**src/sdc_params.svh**
```systemverilog
// Timing counts, command codes and field positions of the SDRAM controller.
`ifndef SDC_PARAMS_SVH
`define SDC_PARAMS_SVH
`define SDC_CLK_MHZ 125
`define SDC_T_RC 12
`define SDC_T_RC1 12
`define SDC_T_RAS 12
`define SDC_T_RP 12
`define SDC_T_RCD 3
`define SDC_T_RRD 4
`define SDC_T_DPL 2
`define SDC_T_DAL 6
`define SDC_T_RSC 2
`define SDC_BURST 4
`define SDC_CAS_LAT 3
`define SDC_TREF_MS 50
`define SDC_REF_ROWS 4096
`define SDC_REF_CYC ((`SDC_TREF_MS * 1000 * `SDC_CLK_MHZ) / `SDC_REF_ROWS)
`define SDC_TPWR_US 100
`define SDC_PWR_CYC (`SDC_TPWR_US * `SDC_CLK_MHZ)
`define SDC_INIT_REFS 8
`define SDC_MODE_WORD 14'h0032
`define SDC_A10 10
`define SDC_CMD_NOP 4'h7
`define SDC_CMD_ACT 4'h3
`define SDC_CMD_RD 4'h5
`define SDC_CMD_WR 4'h4
`define SDC_CMD_PRE 4'h2
`define SDC_CMD_REF 4'h1
`define SDC_CMD_MRS 4'h0
`endif

```
**src/sdc_pkg.sv**
```systemverilog
// Types of the SDRAM controller: sequencer states and the state record.
package sdc_pkg;
  typedef enum logic [2:0] {
    S_PWR, S_IPRE, S_IREF, S_IMRS, S_IDLE, S_RCD, S_DATA
  } sdc_state_t;

  typedef struct packed {
    sdc_state_t    st;
    logic [4:0]    gap;
    logic [3:0]    age;
    logic [10:0]   rtmr;
    logic          rpend;
    logic [13:0]   icnt;
    logic [1:0]    wcnt;
    logic          wr;
    logic          ap;
    logic [13:0]   row;
    logic [7:0]    col;
    logic [127:0]  wdat;
    logic          cke;
    logic [3:0]    cmd;
    logic [13:0]   addr;
    logic [31:0]   dq_o;
    logic          dq_oe;
    logic [8:0]    rdp;
    logic [31:0]   dq_s1;
    logic [31:0]   dq_s2;
    logic [31:0]   rdat;
    logic          rvld;
  } sdc_regs_t;
endpackage

```
**src/sdc_ctrl.sv**
```systemverilog
// SDRAM command sequencer with power-up, refresh and burst-four accesses.
`timescale 1ns/1ns
`include "sdc_params.svh"
module sdc_ctrl #(
  parameter int PWRUP_CYC = `SDC_PWR_CYC,
  parameter int INIT_REFS = `SDC_INIT_REFS
) (
  input  wire logic          sys_clk,
  input  wire logic          rst_n,
  input  wire logic          ce,
  input  wire logic          req_valid,
  output logic               req_ready,
  input  wire logic          req_write,
  input  wire logic          req_autopre,
  input  wire logic [21:0]   req_addr,
  input  wire logic [127:0]  req_wdata,
  output logic [31:0]        rd_data,
  output logic               rd_valid,
  output logic               init_done,
  output logic               mem_clk_en,
  output logic               mem_chip_sel_n,
  output logic               mem_row_strobe_n,
  output logic               mem_col_strobe_n,
  output logic               mem_write_en_n,
  output logic               mem_byte_mask,
  output logic [13:0]        mem_addr,
  input  wire logic [31:0]   mem_dq_in,
  output logic [31:0]        mem_dq_out,
  output logic               mem_dq_oe
);
  import sdc_pkg::*;

  if (PWRUP_CYC < 1 || PWRUP_CYC > 16383) begin : g_bad_pwr
    $error("PWRUP_CYC must lie in 1..16383");
  end
  if (INIT_REFS < 1 || INIT_REFS > 16383) begin : g_bad_refs
    $error("INIT_REFS must lie in 1..16383");
  end

  localparam logic [13:0] PWR_LAST = 14'(PWRUP_CYC - 1);
  localparam logic [13:0] REFS_LAST = 14'(INIT_REFS - 1);
  localparam logic [10:0] REF_LAST = 11'(`SDC_REF_CYC - 1);
  localparam logic [3:0] AGE_ACT = 4'(`SDC_T_RC - 1);
  localparam logic [3:0] AGE_PRE = 4'(`SDC_T_RAS - 1);
  localparam logic [3:0] AGE_RRD = 4'(`SDC_T_RRD - 1);

  sdc_regs_t q;
  sdc_regs_t d;

  function automatic logic [4:0] gap_of(input int n);
    return 5'(n - 1);
  endfunction

  logic age_ok;
  logic ref_hit;

  always_comb begin
    d = q;
    d.cmd = `SDC_CMD_NOP;
    d.addr = q.addr;
    d.rvld = q.rdp[`SDC_CAS_LAT + 2] | q.rdp[`SDC_CAS_LAT + 3] |
             q.rdp[`SDC_CAS_LAT + 4] | q.rdp[`SDC_CAS_LAT + 5];
    d.rdat = q.dq_s2;
    d.dq_s1 = mem_dq_in;
    d.dq_s2 = q.dq_s1;
    d.rdp = {q.rdp[7:0], 1'b0};
    d.gap = (q.gap != 5'h00) ? q.gap - 5'h01 : 5'h00;
    d.age = (q.age != 4'hf) ? q.age + 4'h1 : 4'hf;
    // Activate needs both the row cycle and the bank-to-bank gap.
    age_ok = (q.age >= AGE_ACT) && (q.age >= AGE_RRD);
    ref_hit = (q.rtmr == 11'h000);
    d.rtmr = ref_hit ? REF_LAST : q.rtmr - 11'h001;
    d.rpend = q.rpend | ref_hit;
    req_ready = (q.st == S_IDLE) && !q.rpend && (q.gap == 5'h00) && age_ok;
    unique case (q.st)
      S_PWR: begin
        d.cke = 1'b1;
        d.icnt = q.icnt + 14'h0001;
        if (q.icnt == PWR_LAST) begin
          d.cmd = `SDC_CMD_PRE;
          d.addr = 14'h0000;
          d.addr[`SDC_A10] = 1'b1;
          d.gap = gap_of(`SDC_T_RP);
          d.icnt = 14'h0000;
          d.st = S_IPRE;
        end
      end
      S_IPRE: d.st = S_IREF;
      S_IREF: begin
        if (q.gap == 5'h00) begin
          d.cmd = `SDC_CMD_REF;
          d.gap = gap_of(`SDC_T_RC1);
          d.rpend = ref_hit;
          d.icnt = q.icnt + 14'h0001;
          if (q.icnt == REFS_LAST) begin
            d.st = S_IMRS;
          end
        end
      end
      S_IMRS: begin
        if (q.gap == 5'h00) begin
          d.cmd = `SDC_CMD_MRS;
          d.addr = `SDC_MODE_WORD;
          d.gap = gap_of(`SDC_T_RSC);
          d.st = S_IDLE;
        end
      end
      S_IDLE: begin
        if (q.gap == 5'h00 && age_ok && q.rpend) begin
          d.cmd = `SDC_CMD_REF;
          d.gap = gap_of(`SDC_T_RC1);
          d.rpend = ref_hit; // Set wins over clear.
        end else if (req_valid && req_ready) begin
          d.cmd = `SDC_CMD_ACT;
          d.addr = req_addr[21:8];
          d.row = req_addr[21:8];
          d.col = req_addr[7:0];
          d.wr = req_write;
          d.ap = req_autopre;
          d.wdat = req_wdata;
          d.age = 4'h0;
          d.gap = gap_of(`SDC_T_RCD);
          d.st = S_RCD;
        end
      end
      S_RCD: begin
        if (q.gap == 5'h00) begin
          d.cmd = q.wr ? `SDC_CMD_WR : `SDC_CMD_RD;
          d.addr = {q.row[13:12], 4'h0, q.col};
          d.addr[`SDC_A10] = q.ap;
          d.st = S_DATA;
          if (q.wr) begin
            d.dq_o = q.wdat[31:0];
            d.dq_oe = 1'b1;
            d.wcnt = 2'h1;
            d.gap = q.ap ? gap_of(`SDC_BURST - 1 + `SDC_T_DAL)
                         : gap_of(`SDC_BURST - 1 + `SDC_T_DPL);
          end else begin
            d.rdp = {q.rdp[7:0], 1'b1};
            d.gap = q.ap ? gap_of(`SDC_BURST + `SDC_T_RP)
                         : gap_of(`SDC_BURST);
          end
        end
      end
      S_DATA: begin
        if (q.wcnt != 2'h0) begin
          d.dq_o = q.wdat[32 * q.wcnt +: 32];
          d.wcnt = q.wcnt + 2'h1;
        end else begin
          d.dq_oe = 1'b0;
        end
        if (q.gap == 5'h00 && q.wcnt == 2'h0) begin
          if (q.ap) begin
            d.st = S_IDLE;
          end else if (q.age >= AGE_PRE) begin
            d.cmd = `SDC_CMD_PRE;
            d.addr = {q.row[13:12], 12'h000};
            d.gap = gap_of(`SDC_T_RP);
            d.st = S_IDLE;
          end
        end
      end
      default: d.st = S_PWR;
    endcase
  end

  always_ff @(posedge sys_clk) begin
    if (!rst_n) begin
      q <= '0;
      q.st <= S_PWR;
      q.age <= 4'hf;
      q.rtmr <= REF_LAST;
      q.cmd <= `SDC_CMD_NOP;
    end else if (ce) begin
      q <= d;
    end
  end

  assign rd_data = q.rdat;
  assign rd_valid = q.rvld;
  assign init_done = (q.st == S_IDLE) || (q.st == S_RCD) || (q.st == S_DATA);
  assign mem_clk_en = q.cke;
  assign {mem_chip_sel_n, mem_row_strobe_n} = q.cmd[3:2];
  assign {mem_col_strobe_n, mem_write_en_n} = q.cmd[1:0];
  assign mem_byte_mask = 1'b0;
  assign mem_addr = q.addr;
  assign mem_dq_out = q.dq_o;
  assign mem_dq_oe = q.dq_oe;

  logic act_p, ref_p, pre_p, rw_p, wr_p, mrs_p;
  assign act_p = (q.cmd == `SDC_CMD_ACT);
  assign ref_p = (q.cmd == `SDC_CMD_REF);
  assign pre_p = (q.cmd == `SDC_CMD_PRE);
  assign wr_p = (q.cmd == `SDC_CMD_WR);
  assign rw_p = wr_p || (q.cmd == `SDC_CMD_RD);
  assign mrs_p = (q.cmd == `SDC_CMD_MRS);
endmodule

```
**config.mk**
```make
export PLATFORM = sky130hd
export DESIGN_NAME = sdc_ctrl
export DESIGN_NICKNAME = d
export VERILOG_FILES = /design/src/sdc_pkg.sv /design/src/sdc_ctrl.sv
export VERILOG_INCLUDE_DIRS = /design/src
export SDC_FILE = /design/constraint.sdc
export NUM_CORES = 1
export LEC_CHECK = 0
export BUFFER_PORTS_ARGS = -buffer_cell sky130_fd_sc_hd__buf_2
export CORE_MARGIN = 2
export CORE_UTILIZATION = 44
export DETAILED_ROUTE_END_ITERATION = 12
export PLACE_DENSITY = 0.63
export SYNTH_ARGS = -nofsm -noshare
export SYNTH_HDL_FRONTEND = slang
export SYNTH_SLANG_ARGS = --single-unit
```
**constraint.sdc**
```tcl
create_clock -name sys_clk -period 4.6 [get_ports sys_clk]
set_input_delay 0.23 -clock sys_clk [delete_from_list [all_inputs] [get_ports sys_clk]]
set_output_delay 0.23 -clock sys_clk [all_outputs]
set_load 0.01 [all_outputs]
```
## After elaboration in Yosys (flattened, before gate mapping)

Cells that the tools add are included.

| word-level totals | value |
|---|---|
| register bits after elaboration | 350 |
| input bits | 188 |
| logic and storage cells | 135 |
| output and inout bits | 88 |

| cells by class | value |
|---|---|
| reductions and logical operators | 27 |
| multiplexer cells | 50 |
| add/sub/neg operators | 5 |
| equality and inequality tests | 23 |
| order comparisons | 2 |
| shifts and indexed selects | 1 |
| bitwise operators | 5 |

Operators by type and width:

| kind | number |
|---|---|
| 128-bit by 8-bit variable part select with 32-bit output | 1 |
| 17-bit two-way mux | 6 |
| 14-bit one-hot mux with 5 select lines | 1 |
| 33-bit one-hot mux with 2 select lines | 1 |
| 58-bit two-way mux | 1 |
| 8-bit two-way mux | 6 |
| 33-bit two-way mux | 1 |
| 32-bit two-way mux | 1 |
| 5-bit one-hot mux with 6 select lines | 1 |
| 14-bit two-way mux | 2 |
| 14-bit one-hot mux with 2 select lines | 1 |
| 4-bit two-way mux | 6 |
| 2-bit inequality test (second input constant) | 12 |
| 4-bit one-hot mux with 6 select lines | 1 |
| 3-bit one-hot mux with 7 select lines | 1 |
| 10-bit AND reduction | 2 |
| 15-bit two-way mux | 1 |
| 3-bit two-way mux | 5 |
| 5-bit two-way mux | 3 |
| 14-bit by 1-bit adder with 14-bit output (second input constant) | 1 |
| 14-bit == test (second input constant) | 1 |
| 14-bit by 3-bit == test with 1-bit output (second input constant) | 1 |
| 12-bit two-way mux | 1 |
| 11-bit zero test | 1 |
| other kinds (32) | 55 |

## Longest topological paths before layout

Gate-level depths: netlist of run 1.

| logic depth | value |
|---|---|
| depth in word-level cells | 8 |
| gate-level depth with buffers | 11 |
| depth with buffers taken out | 8 |

## Least setup slack after synthesis of run 1

OpenSTA, ideal clock, no wires.

| timing | value |
|---|---|
| kind | reg-to-reg |
| start | reg q[310] in the netlist's numbering |
| end | reg q (netlist bit mem_addr[0]) |
| data arrival time | 2.783 ns |
| setup time | 0.072 ns |
| period minus slack after synthesis | 2.855 ns |
| cell stages (with the launch flop) | 12 |
| buffers on the path | 3 |
| required time | 4.528 ns |
| slack | 1.745 ns |
| cells stage by stage | dfxtp_1 > clkbuf_1 > buf_1 > inv_1 > ha_1 > nor2b_1 > and2_1 > a221oi_1 > nor4_4 > nor2b_1 > buf_6 > o2bb2ai_1 |

| between the ends | value |
|---|---|
| longest elaborated chain between the ends | 4 |

Ends and longest elaborated chain:

| element | RTL line | source |
|---|---|---|
| start: declaration | sdc_ctrl.sv:47 | `sdc_regs_t q;` |
| 2-bit zero test | sdc_ctrl.sv:152 | `if (q.gap == 5'h00 && q.wcnt == 2'h0) begin` |
| 1-bit logical AND | sdc_ctrl.sv:152 |  |
| 2-bit inequality test (no source line) | -- |  |
| 10-bit AND reduction (no source line) | -- |  |

No other way between the ends.
A chain may end at the register's enable or synchronous reset.

## Final worst setup path of run 1

| timing | value |
|---|---|
| start | reg q[342] in the netlist's numbering |
| end | reg q (netlist bit mem_dq_out[10]) |

| between the ends | value |
|---|---|
| longest elaborated chain between the ends | 3 |

Ends and longest elaborated chain:

| element | RTL line | source |
|---|---|---|
| 5-bit zero test | sdc_ctrl.sv:127 | `if (q.gap == 5'h00) begin` |
| 2-bit inequality test (no source line) | -- |  |
| 5-bit AND reduction (no source line) | -- |  |

No other way between the ends.

==> results of run 1 <==
registers in the layout, indices dropped and copies added, names as in the netlist:
register / flops
d: 64
mem_addr: 14
mem_clk_en: 1
mem_col_strobe_n: 1
mem_dq_oe: 1
mem_dq_out: 32
mem_row_strobe_n: 1
mem_write_en_n: 1
q: 189
rd_data: 32
rd_valid: 1
where the power goes:
part	internal (mW)	leakage, nW	switching, mW
sequential	2.96	2.73	0.0300
combinational	0.279	4.43	0.241
clock	1.68	0.569	1.17
critical path, cell delays in order (launching register included):
cell and delay (ps):
dfxtp_1 330, inv_1 90, ha_1 230, nor4b_2 220, buf_4 280, nand4b_1 130, a21oi_1 300, a21boi_4 920
buf_4 440, nand2_1 90, o211a_1 130
metrics by stage:
step                power (mW)  setup slack, ps  utilization, %  instance area, um^2  hold WS, ps
floorplan                 3.30             1740               -                15000          369
global placement          3.45             1420            47.9                16100          435
detailed placement        3.46             1320            47.9                16100          441
CTS                       6.43             1300            56.4                19000         1.37
global route              6.61              992            56.4                19000         15.9
finish                    6.36             1290            56.4                19000         14.5
worst paths after layout:
check | from | to | slack [ps] | cells after the start
setup / recovery | q[342] | mem_dq_out[10] | 1290 | 10
hold reg to reg | q[208] | q[208] | 450 | 2
hold / removal | req_addr[12] | mem_addr[4] | 10 | 3
setup reg to reg | q[342] | mem_dq_out[10] | 1290 | 10
repair_timing:
item	4_1_cts	5_1_grt
setup endpoints to repair	0	0
hold endpoints to repair	171	1
hold buffers	171	1
synthesized netlist by cell type (4+ instances only):
| cell type | number |
|---|---|
| a21boi_0 | 78 |
| a21boi_1 | 70 |
| a21oi_1 | 28 |
| a22oi_1 | 41 |
| a31oi_1 | 6 |
| and3_1 | 4 |
| buf_1 | 11 |
| buf_2 | 15 |
| buf_4 | 80 |
| clkbuf_1 | 93 |
| dfxtp_1 | 337 |
| ha_1 | 5 |
| inv_1 | 11 |
| mux2i_1 | 106 |
| mux4_2 | 32 |
| nand2_1 | 356 |
| nand2b_1 | 13 |
| nand3_1 | 14 |
| nand4_1 | 5 |
| nor2_1 | 35 |
| nor2b_1 | 112 |
| nor3_1 | 14 |
| nor3b_1 | 6 |
| nor4_1 | 4 |
| o211a_1 | 34 |
| o21ai_0 | 25 |
| o2bb2ai_1 | 10 |
| o31ai_1 | 4 |
| or3_1 | 8 |
| or4_1 | 4 |
| xnor2_1 | 13 |
| xor2_1 | 6 |
per-layer routing:
| layer | global-route usage (%) | part of all wire (%) | wire (um) |
|---|---|---|---|
| met1 | 26.9 | 44 | 17000 |
| met2 | 35.7 | 48 | 18400 |
| met3 | 4.47 | 5.4 | 2090 |
| met4 | 7.81 | 3.2 | 1220 |
| met5 | 0 | 0 | 0 |
layout by cell type, fill, tap and decap left out, types with 9 or more instances in the layout:
master / Yosys / final
nor2_1: 35 / 34
clkbuf_16: 0 / 37
clkbuf_8: 0 / 9
nor2b_1: 112 / 112
dlygate4sd3_1: 0 / 172
inv_1: 11 / 11
nand2b_1: 13 / 13
buf_2: 15 / 271
nand2_1: 356 / 355
o21ai_0: 25 / 25
mux4_2: 32 / 32
nand3_1: 14 / 14
dfxtp_1: 337 / 335
mux2i_1: 106 / 106
a22oi_1: 41 / 41
o211a_1: 34 / 34
xnor2_1: 13 / 13
a21boi_0: 78 / 78
a21boi_1: 70 / 69
a21oi_1: 28 / 28
nor3_1: 14 / 13
o2bb2ai_1: 10 / 10
buf_4: 80 / 14
kinds of logic (layout without fill, tap and decap cells):
kind of cell,Yosys count,after routing,share of synthesized area (%)
DFF,337,337,44.9
and+or+nand+nor,593,593,18.4
adders and majority gates,5,5,0.416
muxes,138,138,11.8
other,1,5,0.0249
xor gates and xnor gates,19,19,1.11
buffers and inverters,212,535,7.46
AOI/OAI and AO/OA,319,319,15.8
area by class of cell:
class	instances	area share (%)
Clock buffer	54	5.69
Sequential cell	337	35.6
Inverter	12	0.237
Timing Repair Buffer	461	17.1
Antenna cell	3	0.0396
Clock inverter	8	0.396
Tap cell	448	2.95
Multi-Input combinational cell	1076	38.0
==> impl_metrics.tcl, run 1 <==
set metrics [dict create \
    gp_congestion 0.850 \
    path_max_fanout 39 \
    crit_path_end_kind "register" \
    post-route-period-util_pct 72.0 \
    setup_tns_ps 0 \
    num_rows 67 \
    antenna_found_initial 3 \
    rsz0062_at_grt "false" \
    synth_top_flop_cell "dfxtp_1" \
    path_clk_slew_ps 60 \
    numPlacedInstances 2162 \
    cp-start-kind "register" \
    worstPathArrival_ps 3710 \
    grt_usage_pct 21.2 \
    postCtsResizedCells 0 \
    h-tree-depth 2 \
    min_path_type "in -> reg" \
    synth-warning-count 0 \
    grt_pass1_wl_um 62100 \
    slew_headroom_pct 27.2 \
    ant_nets 0 \
    vias_per_cell 5.14 \
    tritoncts "built" \
    wl_per_cell_um 16.1 \
    worst_pin_slew_ps 1090 \
    cts_sinks 337 \
    initial_core_util_pct 44.7 \
    fin_skew_ps 11.8 \
    total_leakage_power_nw 7.72 \
    p_per_area_nw_per_um2 335 \
    dp_hpwl_um 23900 \
    grt_pass1_vias 12000 \
    dieArea_um2 35700 \
    clk_latency_ps 520 \
    ios 276 \
    yosysUniqueCellTypes 61 \
    synth_async_sr_flop_share_pct 0 \
    overflow 0 \
    first_pass_iters 5 \
    synth-edff-count 0 \
    cts_setup_buffers 0 \
    synth_top_area_share_pct 44.9 \
    synth_area_leaders "dfxtp_1 45%, nand2_1 8.9%, mux2i_1 7.1%" \
    stdcell_count 2399 \
    yosys.area.top_type "dfxtp_1" \
    cp.required_ps 5000 \
    multi_input_area_um2 7210 \
    layout-drive-gt1-share_pct 20.1 \
    path_class "reg -> reg" \
    drc 0 \
    drtIter0Drc 527 \
    fill_cells 2960 \
    max-vdd-ir-drop_uv 220 \
    timing.fmax_mhz 302 \
    wl_um 38700 \
    yosys_register_bits 337 \
    cts_made_buffers 37 \
    die_w_um 189 \
    areaGrowthSynthToFinish_pct 26.2 \
    numPortBuffers 273 \
    syn_area_per_cell_um2 9.26 \
    die_y_um 189 \
    cts_root_buf "clkbuf_16" \
    regArea_um2 6750 \
    cap_viol_max_count 0 \
    grt_max_degree 175 \
    vias 12300 \
    status "finished clean" \
    clock_path_buffers 3 \
    final_nets 2118 \
    ys_seq_area_share_pct 44.9 \
    final_hold_viol_count 0 \
    min_period_ps 3310 \
    netlist_instances 1624 \
    setup-violations-final 0 \
    core_um2 33600 \
    synth_area_um2 15000 \
    maxSlewViolCount 0 \
]
(Power assumes the default switching activity.)
==> run 2, diff against run 1 <==
Settings changed: PLACE_DENSITY 0.63 to 0.66.
Clock period 4.6 ns to 2.6 ns, I/O delays scaled along.
==> run 2 against run 1 <==
  * Via count increased by 2.4%
  * Total power increased by 88%
  * Global-route usage increased by 0.90 points
  * Die area unchanged
  * Critical endpoint is now mem_addr[11]
  * Highest routed layer unchanged
==> impl_metrics.tcl, run 2 (synthesized netlist as in run 1, its figures left out) <==
set metrics [dict create \
    p_sw_mw 2.64 \
    crit_path_end_kind "register" \
    rsz0062_at_grt "true" \
    seqPwrFrac_pct 44.4 \
    fin_skew_ps 14.6 \
    min_period_ps 2470 \
    core_um2 33600 \
    min_path_type "in -> reg" \
    tritoncts "built" \
    worstHoldPathCells 4 \
    p_comb_share_pct 8.4 \
    areaGrowthSynthToFinish_pct 30.6 \
    initial_core_util_pct 44.7 \
    vias_per_cell 5.16 \
    worstPathArrival_ps 2910 \
    grt_usage_pct 22.1 \
    grt_max_degree 141 \
    layout-drive-gt1-share_pct 21.9 \
    post-route-period-util_pct 95.1 \
    ant_nets 0 \
    grt_pass1_wl_um 64800 \
    first_pass_iters 5 \
    cts_made_buffers 38 \
    regMostFlops "q" \
    gp_congestion 0.924 \
    maxSlewViolCount 0 \
    final_cell_mix "353 x nand2_1, 333 x dfxtp_1, 271 x buf_2, 185 x dlygate4sd3_1, 111 x nor2b_1" \
    cp_slowest_stage_delay_ps 560 \
    p_per_area_nw_per_um2 607 \
    final_nets 2156 \
    max-vdd-ir-drop_uv 579 \
    largest_reg_flops 189 \
    timing.fmax_mhz 404 \
    cp_slowest_cell "or4_1" \
    swShare_pct 22.1 \
    setup-violations-final 0 \
    dpl_cell_area_um2 16400 \
    worst_pin_slew_ps 737 \
    dp_hpwl_um 24000 \
    wl_per_cell_um 16.5 \
    cts_setup_buffers 0 \
    worstHoldStart "ce" \
    path_clk_slew_ps 60 \
    worst_slack_ps 128 \
    grt_pass1_vias 12800 \
    stdcell_area_um2 19600 \
    cp.required_ps 3040 \
    clk_latency_ps 520 \
    cp_cell_sequence "or4_1 > or4_4 > and2_4 > nor4_4 > buf_4 > nand3_1 > a21boi_1" \
    r2r_end "mem_addr[11]" \
    status "finished clean" \
    clock_path_buffers 3 \
    cts_sinks 337 \
    path_class "reg -> reg" \
    drc 0 \
    final_hold_viol_count 0 \
    overflow 0 \
    slew_headroom_pct 50.8 \
    total_leakage_power_nw 8.04 \
    h-tree-depth 2 \
    num_rows 67 \
    ios 276 \
    intPower_mw 9.30 \
    numPortBuffers 273 \
    path_max_fanout 7 \
    rrSetupSlack_ps 130 \
    wl_um 40400 \
    rr_startpoint "q[320]" \
    cap_viol_max_count 0 \
    cp-start-kind "register" \
    cts_root_buf "clkbuf_16" \
    antenna_found_initial 3 \
    dieArea_um2 35700 \
    die_y_um 189 \
    worstRegToRegCells 7 \
    hold_path_end "q[331]" \
    drtIter0Drc 661 \
    dp_slack_ps 6.29 \
    die_w_um 189 \
    final_common_cell "nand2_1" \
    clockPowerShare_pct 47.2 \
    vias 12600 \
]
## run 2: cell count changes in the layout (fill, tap and decap cells not counted), moves of 2 or more
cell           change
clkbuf_8           -2
dlygate4sd3_1     +13
nand2_2            +2
dfxtp_2            +2
buf_12             +9
clkinv_2           +4
a21oi_1            -2
nand2_1            -2
bufinv_16          +5
dfxtp_1            -2
buf_4             +14
## run 2: per-layer routing
metal	vias to the layer above	global-route usage, %	wire length [um]
met1	5984	27.1	17200
met3	106	4.93	2280
li1	6163	-	-
met2	370	37.8	19500
met4	0	8.71	1410
met5	-	0	0
## run 2: worst max path at each step
stage | to | cells past startpoint | slack (ps) | from
after detailed placement | mem_addr[3] | 9 | 6 | q[342]
final | mem_addr[11] | 7 | 130 | q[320]
after CTS | mem_addr[3] | 9 | 50 | q[342]
after global placement | q[325] | 8 | 110 | q[342]
after floorplan | mem_addr[0] | 11 | 70 | q[310]
after global routing | q[325] | 8 | -1 | q[342]
## run 2: final cells by class
cell class	count	area [um^2]
inverter	12	45.0
multi-input combinational	1076	7280
sequential	337	6750
clock buffer	53	1080
timing repair buffer	498	3670
antenna	3	7.51
fill	2779	14000
clock inverter	17	254
tap	448	561
## run 2: power groups by stage
| stage | logic [mW] | clock network, mW | registers, mW |
|---|---|---|---|
| CTS | 0.965 | 5.78 | 5.30 |
| floorplan | 0.452 | 0 | 5.40 |
| global placement | 0.742 | 0 | 5.41 |
| global route | 1.08 | 6.00 | 5.31 |
| finish | 0.997 | 5.64 | 5.30 |
| detailed placement | 0.745 | 0 | 5.41 |
## run 2: what timing repair did
item,4_1_cts,5_1_grt
pin swaps,0,2
endpoints found under the hold margin,187,0
hold buffers,185,0
setup endpoints to repair,3,49
resized for setup,2,13
## run 2: per-stage QoR
step / utilization (%) / hold WS (ps) / power [mW] / std cells / TNS [ps]
4_1_cts: 58.3 / 101 / 12.0 / 2441 / 0
2_1_floorplan: - / 269 / 5.85 / 1625 / 0
3_5_place_dp: 48.8 / 377 / 6.16 / 2186 / 0
5_1_grt: 58.4 / 160 / 12.4 / 2444 / -1.48
3_3_place_gp: 48.8 / 376 / 6.15 / 2186 / 0
6_report: 58.4 / 137 / 11.9 / 2444 / 0
## run 2: critical path, delay by kind of cell (launching register included)
| kind | cells | cell delay (ps) |
|---|---|---|
| compound gates | 1 | 160 |
| buf+inv | 1 | 200 |
| flops | 1 | 340 |
| simple gates | 5 | 1690 |
